===== src/pacc_pkg.sv =====
// Purpose: constants shared by the auxiliary coding control block
// Assumes: 16-bit registers on a plain strobe port, word indexed
// Notes: one constant for each offset, field, reset value and count
package pacc_pkg;

  // ----------------------------------------------------------------------
  // register map
  // ----------------------------------------------------------------------
  localparam int ADDR_W = 4;
  localparam int DATA_W = 16;
  localparam logic [3:0] OFS_TEN_BASE_STATUS = 4'h0;
  localparam logic [3:0] OFS_FAST_CONTROL = 4'h1;
  localparam logic [3:0] OFS_IRQ_STATUS = 4'h2;
  localparam logic [3:0] OFS_IRQ_CLEAR = 4'h3;
  localparam logic [3:0] OFS_IRQ_ENABLE = 4'h4;

  // ----------------------------------------------------------------------
  // 10BASE-T auxiliary error status fields
  // ----------------------------------------------------------------------
  localparam int ST_POLARITY = 8;
  localparam int ST_EOF_ERR = 9;
  localparam int ST_MANCH_ERR = 10;

  // ----------------------------------------------------------------------
  // 100BASE-X auxiliary control fields
  // ----------------------------------------------------------------------
  localparam int CT_OOB_EN = 1;
  localparam int CT_EXT_FIFO_EN = 2;
  localparam int CT_FEF_EN = 5;
  localparam int CT_BLW_DIS = 6;
  localparam int CT_BYP_ALIGN = 7;
  localparam int CT_BYP_MLT3 = 8;
  localparam int CT_BYP_SCRAM = 9;
  localparam int CT_BYP_4B5B = 10;
  localparam int CT_CIM_DIS = 12;
  localparam int CT_TX_DIS = 13;
  localparam logic [15:0] CT_WRITE_MASK = 16'h37E6;
  localparam logic [15:0] CT_RESET = 16'h1000;

  // ----------------------------------------------------------------------
  // interrupt status, clear and enable layout
  // ----------------------------------------------------------------------
  localparam int IRQ_W = 3;
  localparam int IRQ_POLARITY = 0;
  localparam int IRQ_EOF_ERR = 1;
  localparam int IRQ_MANCH_ERR = 2;
  localparam logic [2:0] IRQ_RESET = 3'h0;

  // ----------------------------------------------------------------------
  // pin synchroniser and strap capture
  // ----------------------------------------------------------------------
  localparam int PIN_W = 3;
  localparam int PIN_RX_LINE = 0;
  localparam int PIN_STRAP = 1;
  localparam int PIN_CIM_SEL = 2;
  localparam logic [1:0] STRAP_SETTLE_CYCLES = 2'h3;

endpackage : pacc_pkg


===== src/pacc_top.sv =====
// Purpose: auxiliary control and status of a 10/100 PHY coding path
// Assumes: one 40 MHz clock; cable level and straps arrive as pins
// Notes: control outputs steer the 100BASE-X path stages outside

module pacc_top
  import pacc_pkg::*;
(
  // clock and reset
  input wire logic clock,
  input wire logic sys_rst,
  // register port
  input wire logic [ADDR_W-1:0] reg_addr,
  input wire logic [DATA_W-1:0] reg_wdata,
  input wire logic reg_wr,
  input wire logic reg_rd,
  output logic [DATA_W-1:0] reg_rdata,
  output logic irq,
  // pins from outside the clock domain
  input wire logic rx_line,
  input wire logic repeater_strap,
  input wire logic cim_mode_select,
  // 10BASE-T receive events from same-clock logic
  input wire logic ten_base_mode,
  input wire logic rx_frame_active,
  input wire logic eof_error_event,
  input wire logic manchester_error_event,
  // 100BASE-X receive path from same-clock logic
  input wire logic [3:0] rx_nibble,
  input wire logic rx_nibble_err,
  input wire logic [4:0] rx_code_aligned,
  input wire logic [4:0] rx_code_unaligned,
  input wire logic rx_valid_frame,
  // MII transmit side and encoder output
  input wire logic txen,
  input wire logic txer,
  input wire logic [3:0] txd,
  input wire logic [4:0] enc_code,
  input wire logic tx_serial,
  // MII receive side
  output logic [3:0] rxd,
  output logic rxer,
  output logic crs,
  output logic rx_line_corrected,
  // coding path steering
  output logic [4:0] scrambler_code,
  output logic delimiter_insert_en,
  output logic oob_signal_en,
  output logic ext_fifo_en,
  output logic far_end_fault_signal_en,
  output logic baseline_wander_en,
  output logic symbol_align_en,
  output logic mlt3_en,
  output logic scrambler_en,
  output logic carrier_integrity_monitor_en,
  // line transmit pin, two signals
  output logic line_transmit_output_o,
  output logic line_transmit_output_oe
);

  // ----------------------------------------------------------------------
  // functions
  // ----------------------------------------------------------------------

  // next value of a sticky flag; set wins over clear
  function automatic logic sticky_next(input logic cur, input logic set,
                                       input logic clr);
    sticky_next = set | (cur & ~clr);
  endfunction : sticky_next

  // next value of a control word under the writable mask
  function automatic logic [15:0] masked_write(input logic [15:0] cur,
                                               input logic [15:0] wd);
    masked_write = (wd & CT_WRITE_MASK) | (cur & ~CT_WRITE_MASK);
  endfunction : masked_write

  // ----------------------------------------------------------------------
  // pin synchroniser
  // ----------------------------------------------------------------------
  logic [PIN_W-1:0] pin_s1_q;
  logic [PIN_W-1:0] pin_s2_q;
  logic [PIN_W-1:0] pin_s3_q;
  logic [PIN_W-1:0] pin_q;
  logic [PIN_W-1:0] pin_raw;

  assign pin_raw = {cim_mode_select, repeater_strap, rx_line};

  // three stages; a level counts once the last two agree
  always_ff @(posedge clock or posedge sys_rst)
  begin
    if (sys_rst)
    begin
      pin_s1_q <= '0;
      pin_s2_q <= '0;
      pin_s3_q <= '0;
      pin_q <= '0;
    end
    else
    begin
      pin_s1_q <= pin_raw;
      pin_s2_q <= pin_s1_q;
      pin_s3_q <= pin_s2_q;
      for (int i = 0; i < PIN_W; i++)
      begin
        if (pin_s2_q[i] == pin_s3_q[i])
        begin
          pin_q[i] <= pin_s3_q[i];
        end
      end
    end
  end

  // ----------------------------------------------------------------------
  // register port decode
  // ----------------------------------------------------------------------
  logic wr_ctrl;
  logic wr_irq_clear;
  logic wr_irq_enable;
  logic rd_status;

  assign wr_ctrl = reg_wr && (reg_addr == OFS_FAST_CONTROL);
  assign wr_irq_clear = reg_wr && (reg_addr == OFS_IRQ_CLEAR);
  assign wr_irq_enable = reg_wr && (reg_addr == OFS_IRQ_ENABLE);
  assign rd_status = reg_rd && (reg_addr == OFS_TEN_BASE_STATUS);

  // ----------------------------------------------------------------------
  // strap capture after reset release
  // ----------------------------------------------------------------------
  logic [1:0] strap_wait_q;
  logic strap_ready_q;
  logic strap_done_q;
  logic strap_load;

  assign strap_load = !strap_done_q && strap_ready_q;

  // waits for the synchroniser to fill, then loads once
  // filtered pins land one edge after the count ends, so load waits
  always_ff @(posedge clock or posedge sys_rst)
  begin
    if (sys_rst)
    begin
      strap_wait_q <= 2'h0;
      strap_ready_q <= 1'b0;
      strap_done_q <= 1'b0;
    end
    else if (!strap_done_q)
    begin
      if (strap_load)
      begin
        strap_done_q <= 1'b1;
      end
      else if (strap_wait_q == STRAP_SETTLE_CYCLES)
      begin
        strap_ready_q <= 1'b1;
      end
      else
      begin
        strap_wait_q <= strap_wait_q + 2'h1;
      end
    end
  end

  // ----------------------------------------------------------------------
  // 100BASE-X auxiliary control register
  // ----------------------------------------------------------------------
  logic [15:0] ctrl_q;
  logic [15:0] ctrl_d;

  // software write, then strap load of the monitor disable bit
  always_comb
  begin
    ctrl_d = ctrl_q;
    if (wr_ctrl)
    begin
      ctrl_d = masked_write(ctrl_q, reg_wdata);
    end
    if (strap_load)
    begin
      // strap high: select pin decides; strap low: monitor stays off
      ctrl_d[CT_CIM_DIS] = pin_q[PIN_STRAP] ? pin_q[PIN_CIM_SEL]
                                            : 1'b1;
    end
  end

  // control word storage
  always_ff @(posedge clock or posedge sys_rst)
  begin
    if (sys_rst)
    begin
      ctrl_q <= CT_RESET;
    end
    else
    begin
      ctrl_q <= ctrl_d;
    end
  end

  // ----------------------------------------------------------------------
  // stage enables derived from the control word
  // ----------------------------------------------------------------------

  // each stage steered by its own bit, registered onto the outputs
  always_ff @(posedge clock or posedge sys_rst)
  begin
    if (sys_rst)
    begin
      oob_signal_en <= 1'b0;
      ext_fifo_en <= 1'b0;
      far_end_fault_signal_en <= 1'b0;
      baseline_wander_en <= 1'b1;
      symbol_align_en <= 1'b1;
      mlt3_en <= 1'b1;
      scrambler_en <= 1'b1;
      delimiter_insert_en <= 1'b1;
      carrier_integrity_monitor_en <= 1'b0;
    end
    else
    begin
      oob_signal_en <= ctrl_q[CT_OOB_EN];
      ext_fifo_en <= ctrl_q[CT_EXT_FIFO_EN];
      far_end_fault_signal_en <= ctrl_q[CT_FEF_EN];
      baseline_wander_en <= !ctrl_q[CT_BLW_DIS];
      symbol_align_en <= !ctrl_q[CT_BYP_ALIGN];
      mlt3_en <= !ctrl_q[CT_BYP_MLT3];
      scrambler_en <= !ctrl_q[CT_BYP_SCRAM];
      delimiter_insert_en <= !ctrl_q[CT_BYP_4B5B];
      carrier_integrity_monitor_en <= !ctrl_q[CT_CIM_DIS];
    end
  end

  // ----------------------------------------------------------------------
  // transmit path
  // ----------------------------------------------------------------------

  // raw MII codes reach the scrambler only while the MAC holds enable
  always_ff @(posedge clock or posedge sys_rst)
  begin
    if (sys_rst)
    begin
      scrambler_code <= 5'h00;
    end
    else if (ctrl_q[CT_BYP_4B5B])
    begin
      scrambler_code <= txen ? {txer, txd} : 5'h00;
    end
    else
    begin
      scrambler_code <= enc_code;
    end
  end

  // line driver; disabled transmitter releases the pin
  always_ff @(posedge clock or posedge sys_rst)
  begin
    if (sys_rst)
    begin
      line_transmit_output_o <= 1'b0;
      line_transmit_output_oe <= 1'b0;
    end
    else
    begin
      line_transmit_output_o <= ctrl_q[CT_TX_DIS] ? 1'b0 : tx_serial;
      line_transmit_output_oe <= !ctrl_q[CT_TX_DIS];
    end
  end

  // ----------------------------------------------------------------------
  // receive path
  // ----------------------------------------------------------------------

  // MII receive selection: nibble, aligned code or unaligned code
  always_ff @(posedge clock or posedge sys_rst)
  begin
    if (sys_rst)
    begin
      rxd <= 4'h0;
      rxer <= 1'b0;
    end
    else if (ctrl_q[CT_BYP_4B5B] && ctrl_q[CT_BYP_ALIGN])
    begin
      {rxer, rxd} <= rx_code_unaligned;
    end
    else if (ctrl_q[CT_BYP_4B5B])
    begin
      {rxer, rxd} <= rx_code_aligned;
    end
    else
    begin
      rxd <= rx_nibble;
      rxer <= rx_nibble_err;
    end
  end

  // carrier sense follows valid frames in every coding mode
  always_ff @(posedge clock or posedge sys_rst)
  begin
    if (sys_rst)
    begin
      crs <= 1'b0;
    end
    else
    begin
      crs <= rx_valid_frame;
    end
  end

  // ----------------------------------------------------------------------
  // receive polarity detection and correction
  // ----------------------------------------------------------------------
  logic frame_active_q;
  logic frame_end;
  logic polarity_inv_q;
  logic polarity_change;

  assign frame_end = frame_active_q && !rx_frame_active && ten_base_mode;
  // an idle that ends low means the pair is swapped
  assign polarity_change = frame_end && (polarity_inv_q == pin_q[PIN_RX_LINE]);

  // frame edge tracking and polarity decision
  always_ff @(posedge clock or posedge sys_rst)
  begin
    if (sys_rst)
    begin
      frame_active_q <= 1'b0;
      polarity_inv_q <= 1'b0;
    end
    else
    begin
      frame_active_q <= rx_frame_active;
      if (frame_end)
      begin
        polarity_inv_q <= !pin_q[PIN_RX_LINE];
      end
    end
  end

  // corrected line, no error reported for the inversion
  always_ff @(posedge clock or posedge sys_rst)
  begin
    if (sys_rst)
    begin
      rx_line_corrected <= 1'b0;
    end
    else
    begin
      rx_line_corrected <= pin_q[PIN_RX_LINE] ^ polarity_inv_q;
    end
  end

  // ----------------------------------------------------------------------
  // 10BASE-T error flags
  // ----------------------------------------------------------------------
  logic eof_err_q;
  logic manch_err_q;
  logic eof_set;
  logic manch_set;

  assign eof_set = eof_error_event && ten_base_mode;
  assign manch_set = manchester_error_event && ten_base_mode;

  // flags hold until the status register is read
  always_ff @(posedge clock or posedge sys_rst)
  begin
    if (sys_rst)
    begin
      eof_err_q <= 1'b0;
      manch_err_q <= 1'b0;
    end
    else
    begin
      eof_err_q <= sticky_next(eof_err_q, eof_set, rd_status);
      manch_err_q <= sticky_next(manch_err_q, manch_set, rd_status);
    end
  end

  // ----------------------------------------------------------------------
  // interrupt status, enable and output
  // ----------------------------------------------------------------------
  logic [IRQ_W-1:0] irq_status_q;
  logic [IRQ_W-1:0] irq_enable_q;
  logic [IRQ_W-1:0] irq_events;

  always_comb
  begin
    irq_events = '0;
    irq_events[IRQ_POLARITY] = polarity_change;
    irq_events[IRQ_EOF_ERR] = eof_set;
    irq_events[IRQ_MANCH_ERR] = manch_set;
  end

  // sticky event bits, cleared by writing ones
  always_ff @(posedge clock or posedge sys_rst)
  begin
    if (sys_rst)
    begin
      irq_status_q <= IRQ_RESET;
    end
    else
    begin
      for (int i = 0; i < IRQ_W; i++)
      begin
        irq_status_q[i] <= sticky_next(irq_status_q[i], irq_events[i],
                                       wr_irq_clear && reg_wdata[i]);
      end
    end
  end

  // interrupt enable mask
  always_ff @(posedge clock or posedge sys_rst)
  begin
    if (sys_rst)
    begin
      irq_enable_q <= IRQ_RESET;
    end
    else if (wr_irq_enable)
    begin
      irq_enable_q <= reg_wdata[IRQ_W-1:0];
    end
  end

  // level interrupt while an enabled bit is set
  always_ff @(posedge clock or posedge sys_rst)
  begin
    if (sys_rst)
    begin
      irq <= 1'b0;
    end
    else
    begin
      irq <= |(irq_status_q & irq_enable_q);
    end
  end

  // ----------------------------------------------------------------------
  // read data
  // ----------------------------------------------------------------------
  logic [15:0] rdata_d;

  // read mux; unmapped and write-only offsets read zero
  always_comb
  begin
    rdata_d = 16'h0000;
    case (reg_addr)
      OFS_TEN_BASE_STATUS:
      begin
        rdata_d[ST_POLARITY] = polarity_inv_q;
        rdata_d[ST_EOF_ERR] = eof_err_q;
        rdata_d[ST_MANCH_ERR] = manch_err_q;
      end
      OFS_FAST_CONTROL:
      begin
        rdata_d = ctrl_q & CT_WRITE_MASK;
      end
      OFS_IRQ_STATUS:
      begin
        rdata_d[IRQ_W-1:0] = irq_status_q;
      end
      OFS_IRQ_ENABLE:
      begin
        rdata_d[IRQ_W-1:0] = irq_enable_q;
      end
      default:
      begin
        rdata_d = 16'h0000;
      end
    endcase
  end

  // read data valid only in the cycle after the strobe
  always_ff @(posedge clock or posedge sys_rst)
  begin
    if (sys_rst)
    begin
      reg_rdata <= 16'h0000;
    end
    else if (reg_rd)
    begin
      reg_rdata <= rdata_d;
    end
    else
    begin
      reg_rdata <= 16'h0000;
    end
  end

endmodule : pacc_top


===== config.mk =====
export PLATFORM = sky130hd
export DESIGN_NAME = pacc_top
export DESIGN_NICKNAME = d
export VERILOG_FILES = /design/src/pacc_pkg.sv /design/src/pacc_top.sv
export SDC_FILE = /design/constraint.sdc
export NUM_CORES = 1
export LEC_CHECK = 0
export BUFFER_PORTS_ARGS = -buffer_cell sky130_fd_sc_hd__buf_2
export CORE_MARGIN = 2
export CORE_UTILIZATION = 52
export DETAILED_ROUTE_END_ITERATION = 6
export PLACE_DENSITY = 0.9
export SLEW_MARGIN = 15
export SYNTH_ARGS = -nofsm -noshare
export SYNTH_HDL_FRONTEND = slang
export SYNTH_SLANG_ARGS = --single-unit

===== constraint.sdc =====
create_clock -name clock -period 5.4 [get_ports clock]
set_input_delay 1.08 -clock clock [delete_from_list [all_inputs] [get_ports clock]]
set_output_delay 1.08 -clock clock [all_outputs]
set_load 0.005 [all_outputs]

==> results of run 1 <==
synthesized netlist by cell type, drive strengths merged:
| library cell | n | share of area |
|---|---|---|
| mux2 | 13 | 0.055 |
| a211oi | 1 | 0.0028 |
| or2 | 1 | 0.0024 |
| nand3 | 7 | 0.013 |
| nand3b | 7 | 0.020 |
| maj3 | 3 | 0.011 |
| and4b | 1 | 0.0038 |
| a222oi | 1 | 0.0038 |
| a31oi | 1 | 0.0024 |
| mux2i | 5 | 0.019 |
| a21oi | 7 | 0.013 |
| and2 | 1 | 0.0024 |
| o21ai | 6 | 0.011 |
| nor2 | 8 | 0.011 |
| nor3b | 1 | 0.0071 |
| nand2b | 2 | 0.0076 |
| clkbuf | 5 | 0.0071 |
| nand2 | 2 | 0.0038 |
| xor2 | 2 | 0.0066 |
| dfstp | 6 | 0.060 |
| a32oi | 1 | 0.0033 |
| a22o | 7 | 0.023 |
| o2bb2ai | 1 | 0.0033 |
| nor4 | 5 | 0.012 |
| nor3 | 1 | 0.0019 |
| inv | 16 | 0.023 |
| a21o | 4 | 0.011 |
| ha | 1 | 0.0047 |
| nor2b | 3 | 0.0071 |
| conb | 1 | 0.0014 |
| nand4 | 3 | 0.0071 |
| or4 | 1 | 0.0043 |
| dfrtp | 65 | 0.61 |
| buf | 7 | 0.020 |
worst paths after layout:
path | to | slack [ns] | depth (start not counted)
hold / removal | pin_s2_q[0]$_DFF_PP0_ | 0.35 | 0
min in group asynchronous | pin_s1_q[1]$_DFF_PP0_ | 0.98 | 3
setup / recovery | baseline_wander_en | 3.37 | 1
hold reg to reg | pin_s2_q[0]$_DFF_PP0_ | 0.35 | 0
max in group asynchronous | polarity_inv_q$_DFFE_PP0N_ | 3.88 | 3
setup reg to reg | strap_wait_q[1]$_DFFE_PP0P_ | 4.07 | 3
layout by cell type, fill, tap and decap left out, types with 4 or more instances in the layout:
cell	count
nand3b_1	7
mux2i_1	5
nor4_1	5
conb_1	5
dfrtp_1	65
dfstp_2	6
nand3_1	7
inv_1	15
a21oi_1	7
a21o_1	4
o21ai_0	6
nor2_1	8
buf_2	88
a22o_1	7
mux2_2	13
clkbuf_8	13
sequential cells by signal, indices dropped and copies added, names as in the netlist, 3 cells and up:
name,flops
reg_rdata,11
ctrl_q,10
scrambler_code,5
rxd,4
irq_enable_q,3
irq_status_q,3
pin_q,3
pin_s1_q,3
pin_s2_q,3
pin_s3_q,3
through the flow:
step / util / worst slack (ns) / total power, W / hold slack [ns] / cell area (sq um)
after detailed placement: 0.648 / 3.10 / 0.000826 / 0.336 / 3120
after global routing: 0.699 / 3.32 / 0.00137 / 0.375 / 3370
after floorplan: - / 2.53 / 0.000746 / 0.331 / 2660
after CTS: 0.699 / 3.35 / 0.00132 / 0.352 / 3370
final: 0.699 / 3.37 / 0.00131 / 0.351 / 3370
after global placement: 0.648 / 3.13 / 0.000815 / 0.331 / 3120
final cells by class:
type	instances	area, sq um
tap	67	83.8
timing repair buffer	89	448
inverter	16	60.1
sequential	71	1780
multi-input combinational	101	747
fill	362	1450
clock inverter	2	60.1
clock buffer	14	183
per-layer routing:
| layer | track usage | vias up | part of all wire |
|---|---|---|---|
| met5 | 0 | - | 0 |
| met4 | 0.172 | 0 | 0.043 |
| met3 | 0.0569 | 18 | 0.073 |
| met2 | 0.318 | 75 | 0.49 |
| met1 | 0.234 | 868 | 0.39 |
| li1 | - | 849 | - |
cells by family (layout without fill, tap and decap cells):
family                     after synthesis  count (layout)
DFF                                     71              71
and+or+nand+nor                         43              43
AOI/OAI and AO/OA                       29              29
buffers and inverters                   28             121
muxes                                   18              18
adders and majority gates                4               4
xor gates and xnor gates                 2               2
other                                    1               5
power by group through the flow:
stage | combinational, W | clock, W | sequential [W]
after floorplan | 0.0000917 | 0 | 0.000654
after global placement | 0.000154 | 0 | 0.000661
after detailed placement | 0.000159 | 0 | 0.000667
after CTS | 0.000161 | 0.000506 | 0.000658
after global routing | 0.000179 | 0.000527 | 0.000667
final | 0.000157 | 0.000498 | 0.000658
==> flow_summary.json, run 1 <==
{
  "status": "finished, final reports clean",
  "dr.pass1.iters": 4,
  "ys_warn_count": 0,
  "power_leakage_nw": 1.67,
  "core_area_sq_um": 4820,
  "slowest_delay_ns": 0.52,
  "wl_per_cell_um": 14.1,
  "hpwl_um": 3450,
  "io_pins": 99,
  "drive_above_1_share": 0.440,
  "clock.fmax_mhz": 491,
  "diodes": 0,
  "p_sw_frac": 0.233,
  "cp.arrival_ns": 0.95,
  "maxSlewHeadroom": 0.447,
  "mappedNetlistArea_sq_um": 2650,
  "routed_wirelength_um": 5090,
  "grt_max_degree": 72,
  "crit_buf_inv": 1,
  "overflow": 0,
  "critPathSlowestCell": "dfstp_2",
  "maxSlewViolCount": 0,
  "setup_viol": 0,
  "grt_pass1_vias": 1855,
  "synthSimpleGateAreaFrac": 0.103,
  "synth_fa_ha_area_frac": 0.0161,
  "clk_pin_slew_ns": 0.07,
  "layout.nets": 348,
  "numClockSinks": 71,
  "holdCritPathClass": "reg -> reg",
  "syn_area_per_cell_sq_um": 13.5,
  "synth_compound_area_frac": 0.0746,
  "die-width_um": 75.4,
  "pwr-share-clk": 0.379,
  "cp_cell_sequence": "buf_2",
  "internal_power_w": 0.00101,
  "ant_nets": 0,
  "synthMuxAreaShare": 0.0742,
  "maxCapViolCount": 0,
  "ctsResizeCount": 0,
  "powerDensity_nw_per_um2": 390,
  "worstReg2RegStart": "strap_ready_q$_DFFE_PP0P_",
  "via_count": 1810,
  "setup-tns-final_ns": 0,
  "gp_congestion": 0.751,
  "cts-hold-fix-buffers": 0,
  "seqPwrFrac": 0.501,
  "grt.total_usage": 0.204,
  "cts_tree": "yes",
  "crit_required_ns": 4.32,
  "synthXorXnorAreaFrac": 0.00661,
  "synth_cell_types": 38,
  "start_util": 0.550,
  "drtIter0Drc": 105,
  "grt_pass1_wl_um": 8330,
  "path_class": "reg -> out",
  "combPwrFrac": 0.120,
  "irDropWorstVdd_mv": 0.263,
  "path_delay_family": "flip-flops",
  "syn_inst": 196,
  "min-delay-start": "pin_s1_q[0]$_DFF_PP0_",
  "worst_slew_pin_slew_ns": 0.830,
  "cp_max_fo": 1,
  "yosys_register_bits": 71,
  "synth_top_family_by_area": "simple AND/OR/NAND/NOR gates",
  "cp-end-kind": "output pin",
  "ys_seq_area_frac": 0.674,
  "switchingPower_w": 0.000306,
  "cp-start-kind": "register",
  "die_y_um": 75.4,
  "rsz0062_at_grt": "false",
  "clkLatencyLatePin_ns": 0.34,
  "portBuffers": 88,
  "antenna_found_initial": 0,
  "fin_skew_ns": 0.00758,
  "htree_levels": 3,
  "root_buffer": "clkbuf_8",
  "die-area_sq_um": 5680,
  "via_per_inst": 5.03,
  "area_growth_pct": 27.1,
  "hold_viol": 0,
  "rows": 25,
  "fin_crit_sh": 0.377,
  "numCtsBuffers": 9,
  "startpoint": "baseline_wander_en$_DFF_PP1_",
  "post_cts_buffers": 0,
  "period_needed_ns": 2.03,
  "dp.cells": 344,
  "fin_cells": 360,
  "cts.path.max_buffers": 2,
  "drc": 0
}
Power figures use the tool's default switching activity.
==> run 2: changes to the inputs <==
--- a/config.mk
+++ b/config.mk
@@ -5,11 +5,12 @@
 export SDC_FILE = /design/constraint.sdc
 export NUM_CORES = 1
 export LEC_CHECK = 0
+export ABC_AREA = 1
 export BUFFER_PORTS_ARGS = -buffer_cell sky130_fd_sc_hd__buf_2
 export CORE_MARGIN = 2
-export CORE_UTILIZATION = 52
+export CORE_UTILIZATION = 44
 export DETAILED_ROUTE_END_ITERATION = 6
-export PLACE_DENSITY = 0.9
+export PLACE_DENSITY = 0.82
 export SLEW_MARGIN = 15
 export SYNTH_ARGS = -nofsm -noshare
 export SYNTH_HDL_FRONTEND = slang
==> constraint.sdc (replaced) <==
create_clock -name clock -period 1.85 [get_ports clock]
set_input_delay 0.37 -clock clock [delete_from_list [all_inputs] [get_ports clock]]
set_output_delay 0.37 -clock clock [all_outputs]
set_load 0.005 [all_outputs]
==> run 2 against run 1 <==
  * Core utilization fell by 12 points
  * Combinational power rose to 3.2 times the previous value
  * Non-clock buffer count is 3 higher
  * Worst hold slack got worse by 0.33 ns
  * Clock skew up 0.00060 ns
  * Area after synthesis hardly changed
  * First-iteration DRC count is 24% lower
  * Clock-buffer cell count shrank 3
==> flow_summary.json, run 2 <==
{
  "status": "finished, final reports clean",
  "cp.arrival_ns": 0.96,
  "ys_warn_count": 0,
  "synth_edf_count": 0,
  "numClockSinks": 71,
  "final_util": 0.574,
  "die-width_um": 81.6,
  "powerDensity_nw_per_um2": 1030,
  "grt.total_usage": 0.175,
  "critPathSlowestCell": "dfstp_2",
  "maxCapViolCount": 0,
  "ys_seq_area_frac": 0.673,
  "holdCritPathClass": "in -> async",
  "ys.flop_type": "dfrtp_1",
  "antenna_found_initial": 0,
  "clkLatencyLatePin_ns": 0.34,
  "drtIter0Drc": 80,
  "hpwl_um": 3980,
  "cp_cell_sequence": "buf_2",
  "maxSlewViolCount": 0,
  "overflow": 0,
  "period_needed_ns": 1.33,
  "cp_max_fo": 1,
  "area_growth_pct": 27.4,
  "async_reset_ff_frac": 1.00,
  "ant_nets": 0,
  "synthTopCellsByCount": "dfrtp_1 (65), nand2_1 (64), inv_1 (30), nand3_1 (23), o21ai_0 (18)",
  "mappedNetlistArea_sq_um": 2650,
  "clock.fmax_mhz": 750,
  "yosys_register_bits": 71,
  "path_delay_family": "flip-flops",
  "syn_area_per_cell_sq_um": 10.5,
  "dr.pass1.iters": 4,
  "cts.path.max_buffers": 2,
  "core_area_sq_um": 5890,
  "synthTopCellsByArea": "dfrtp_1 (61%), nand2_1 (9.1%), dfstp_2 (5.9%), nand3_1 (4.3%), inv_1 (4.2%)",
  "cts_tree": "yes",
  "synth_most_common_cell": "dfrtp_1",
  "grt_pass1_vias": 1994,
  "rsz0062_at_grt": "false",
  "io_pins": 99,
  "post_dp_cell_area_sq_um": 3190,
  "synth_cell_types": 24,
  "drc": 0,
  "via_per_inst": 4.65,
  "numCtsBuffers": 9,
  "die-area_sq_um": 6660,
  "hold_viol": 0,
  "post_cts_buffers": 0,
  "start_util": 0.450,
  "setup-tns-final_ns": 0,
  "clk_pin_slew_ns": 0.08,
  "power.total_w": 0.00349,
  "crit_required_ns": 1.48,
  "rows": 28,
  "via_count": 2007,
  "routed_wirelength_um": 5230,
  "yosysTopAreaCellShare": 0.613,
  "layout.nets": 412,
  "regMostFlops": "reg_rdata",
  "cts-hold-fix-buffers": 0,
  "htree_levels": 3,
  "design_area_sq_um": 3380,
  "die_y_um": 81.6,
  "root_buffer": "clkbuf_8",
  "crit_buf_inv": 1,
  "grt_max_degree": 31,
  "power_leakage_nw": 1.84,
  "wl_per_cell_um": 12.1,
  "final_cell_mix": "buf_2 (88), dfrtp_1 (65), nand2_1 (64)",
  "setup_viol": 0,
  "layout_commonest_cell": "buf_2",
  "cp-end-kind": "output pin",
  "diodes": 0,
  "fin_crit_sh": 0.720,
  "grt_pass1_wl_um": 8510,
  "gp_congestion": 0.810,
  "cp-start-kind": "register",
  "fin_skew_ns": 0.00819,
  "synth.largest_area_cell": "dfrtp_1",
  "syn_inst": 252,
  "irDropWorstVdd_mv": 0.568,
  "fill_cells": 506,
  "reg_top3": "reg_rdata (11), ctrl_q (10), scrambler_code (5)",
  "ctsResizeCount": 0,
  "largest_reg_flops": 11,
  "portBuffers": 88,
  "drive_above_1_share": 0.345,
  "path_class": "reg -> out",
  "slowest_delay_ns": 0.53
}
run 2: routing by layer:
metal	GRT usage	part of all wire	wire length (um)
met2	0.289	0.48	2530
met4	0.0900	0.018	94
met5	0	0	0
met1	0.206	0.41	2160
met3	0.0538	0.083	434
run 2: power breakdown:
part / switching [W] / internal, W / leakage (nW)
Combinational: 0.000287 / 0.000219 / 0.916
Sequential: 0.0000874 / 0.00179 / 0.838
Clock: 0.000555 / 0.000554 / 0.0873
run 2: final timing paths:
kind	start	endpoint	slack (ns)	cells after the start
hold / removal	sys_rst	reg_rdata[6]$_DFF_PP0_	0.02	2
max in group asynchronous	sys_rst	mlt3_en$_DFF_PP1_	1.25	3
setup reg to reg	ctrl_q[10]$_DFFE_PP0P_	rxd[0]$_DFF_PP0_	0.60	5
min in group clock	rx_line	pin_s1_q[0]$_DFF_PP0_	0.14	1
hold reg to reg	pin_s1_q[1]$_DFF_PP0_	pin_s2_q[1]$_DFF_PP0_	0.35	0
setup / recovery	scrambler_en$_DFF_PP1_	scrambler_en	0.52	1
run 2: cell type report:
cell class	instances	area, sq um	share of cell area
Tap cell	75	93.8	0.0278
Clock buffer	11	151	0.0448
Multi-Input combinational cell	147	712	0.211
Clock inverter	5	32.5	0.00963
Sequential cell	71	1780	0.528
Timing Repair Buffer	92	483	0.143
Inverter	31	120	0.0356
run 2: cells by family after synthesis:
family | share of synthesized area
AO/OA/AOI/OAI | 0.0462
buffers and inverters | 0.0642
adder cells (fa/ha/maj) | 0.0160
other | 0.00141
flip-flops | 0.673
XOR/XNOR | 0.00661
AND/OR/NAND/NOR | 0.193
run 2: per-stage QoR:
stage | worst slack, ns | hold WS, ns | cells
final | 0.517 | 0.0242 | 432
after global routing | 0.419 | 0.0440 | 432
after CTS | 0.499 | 0.0236 | 432
after detailed placement | 0.479 | 0.337 | 416
after global placement | 0.535 | 0.333 | 416
after floorplan | 0.701 | 0.331 | 256
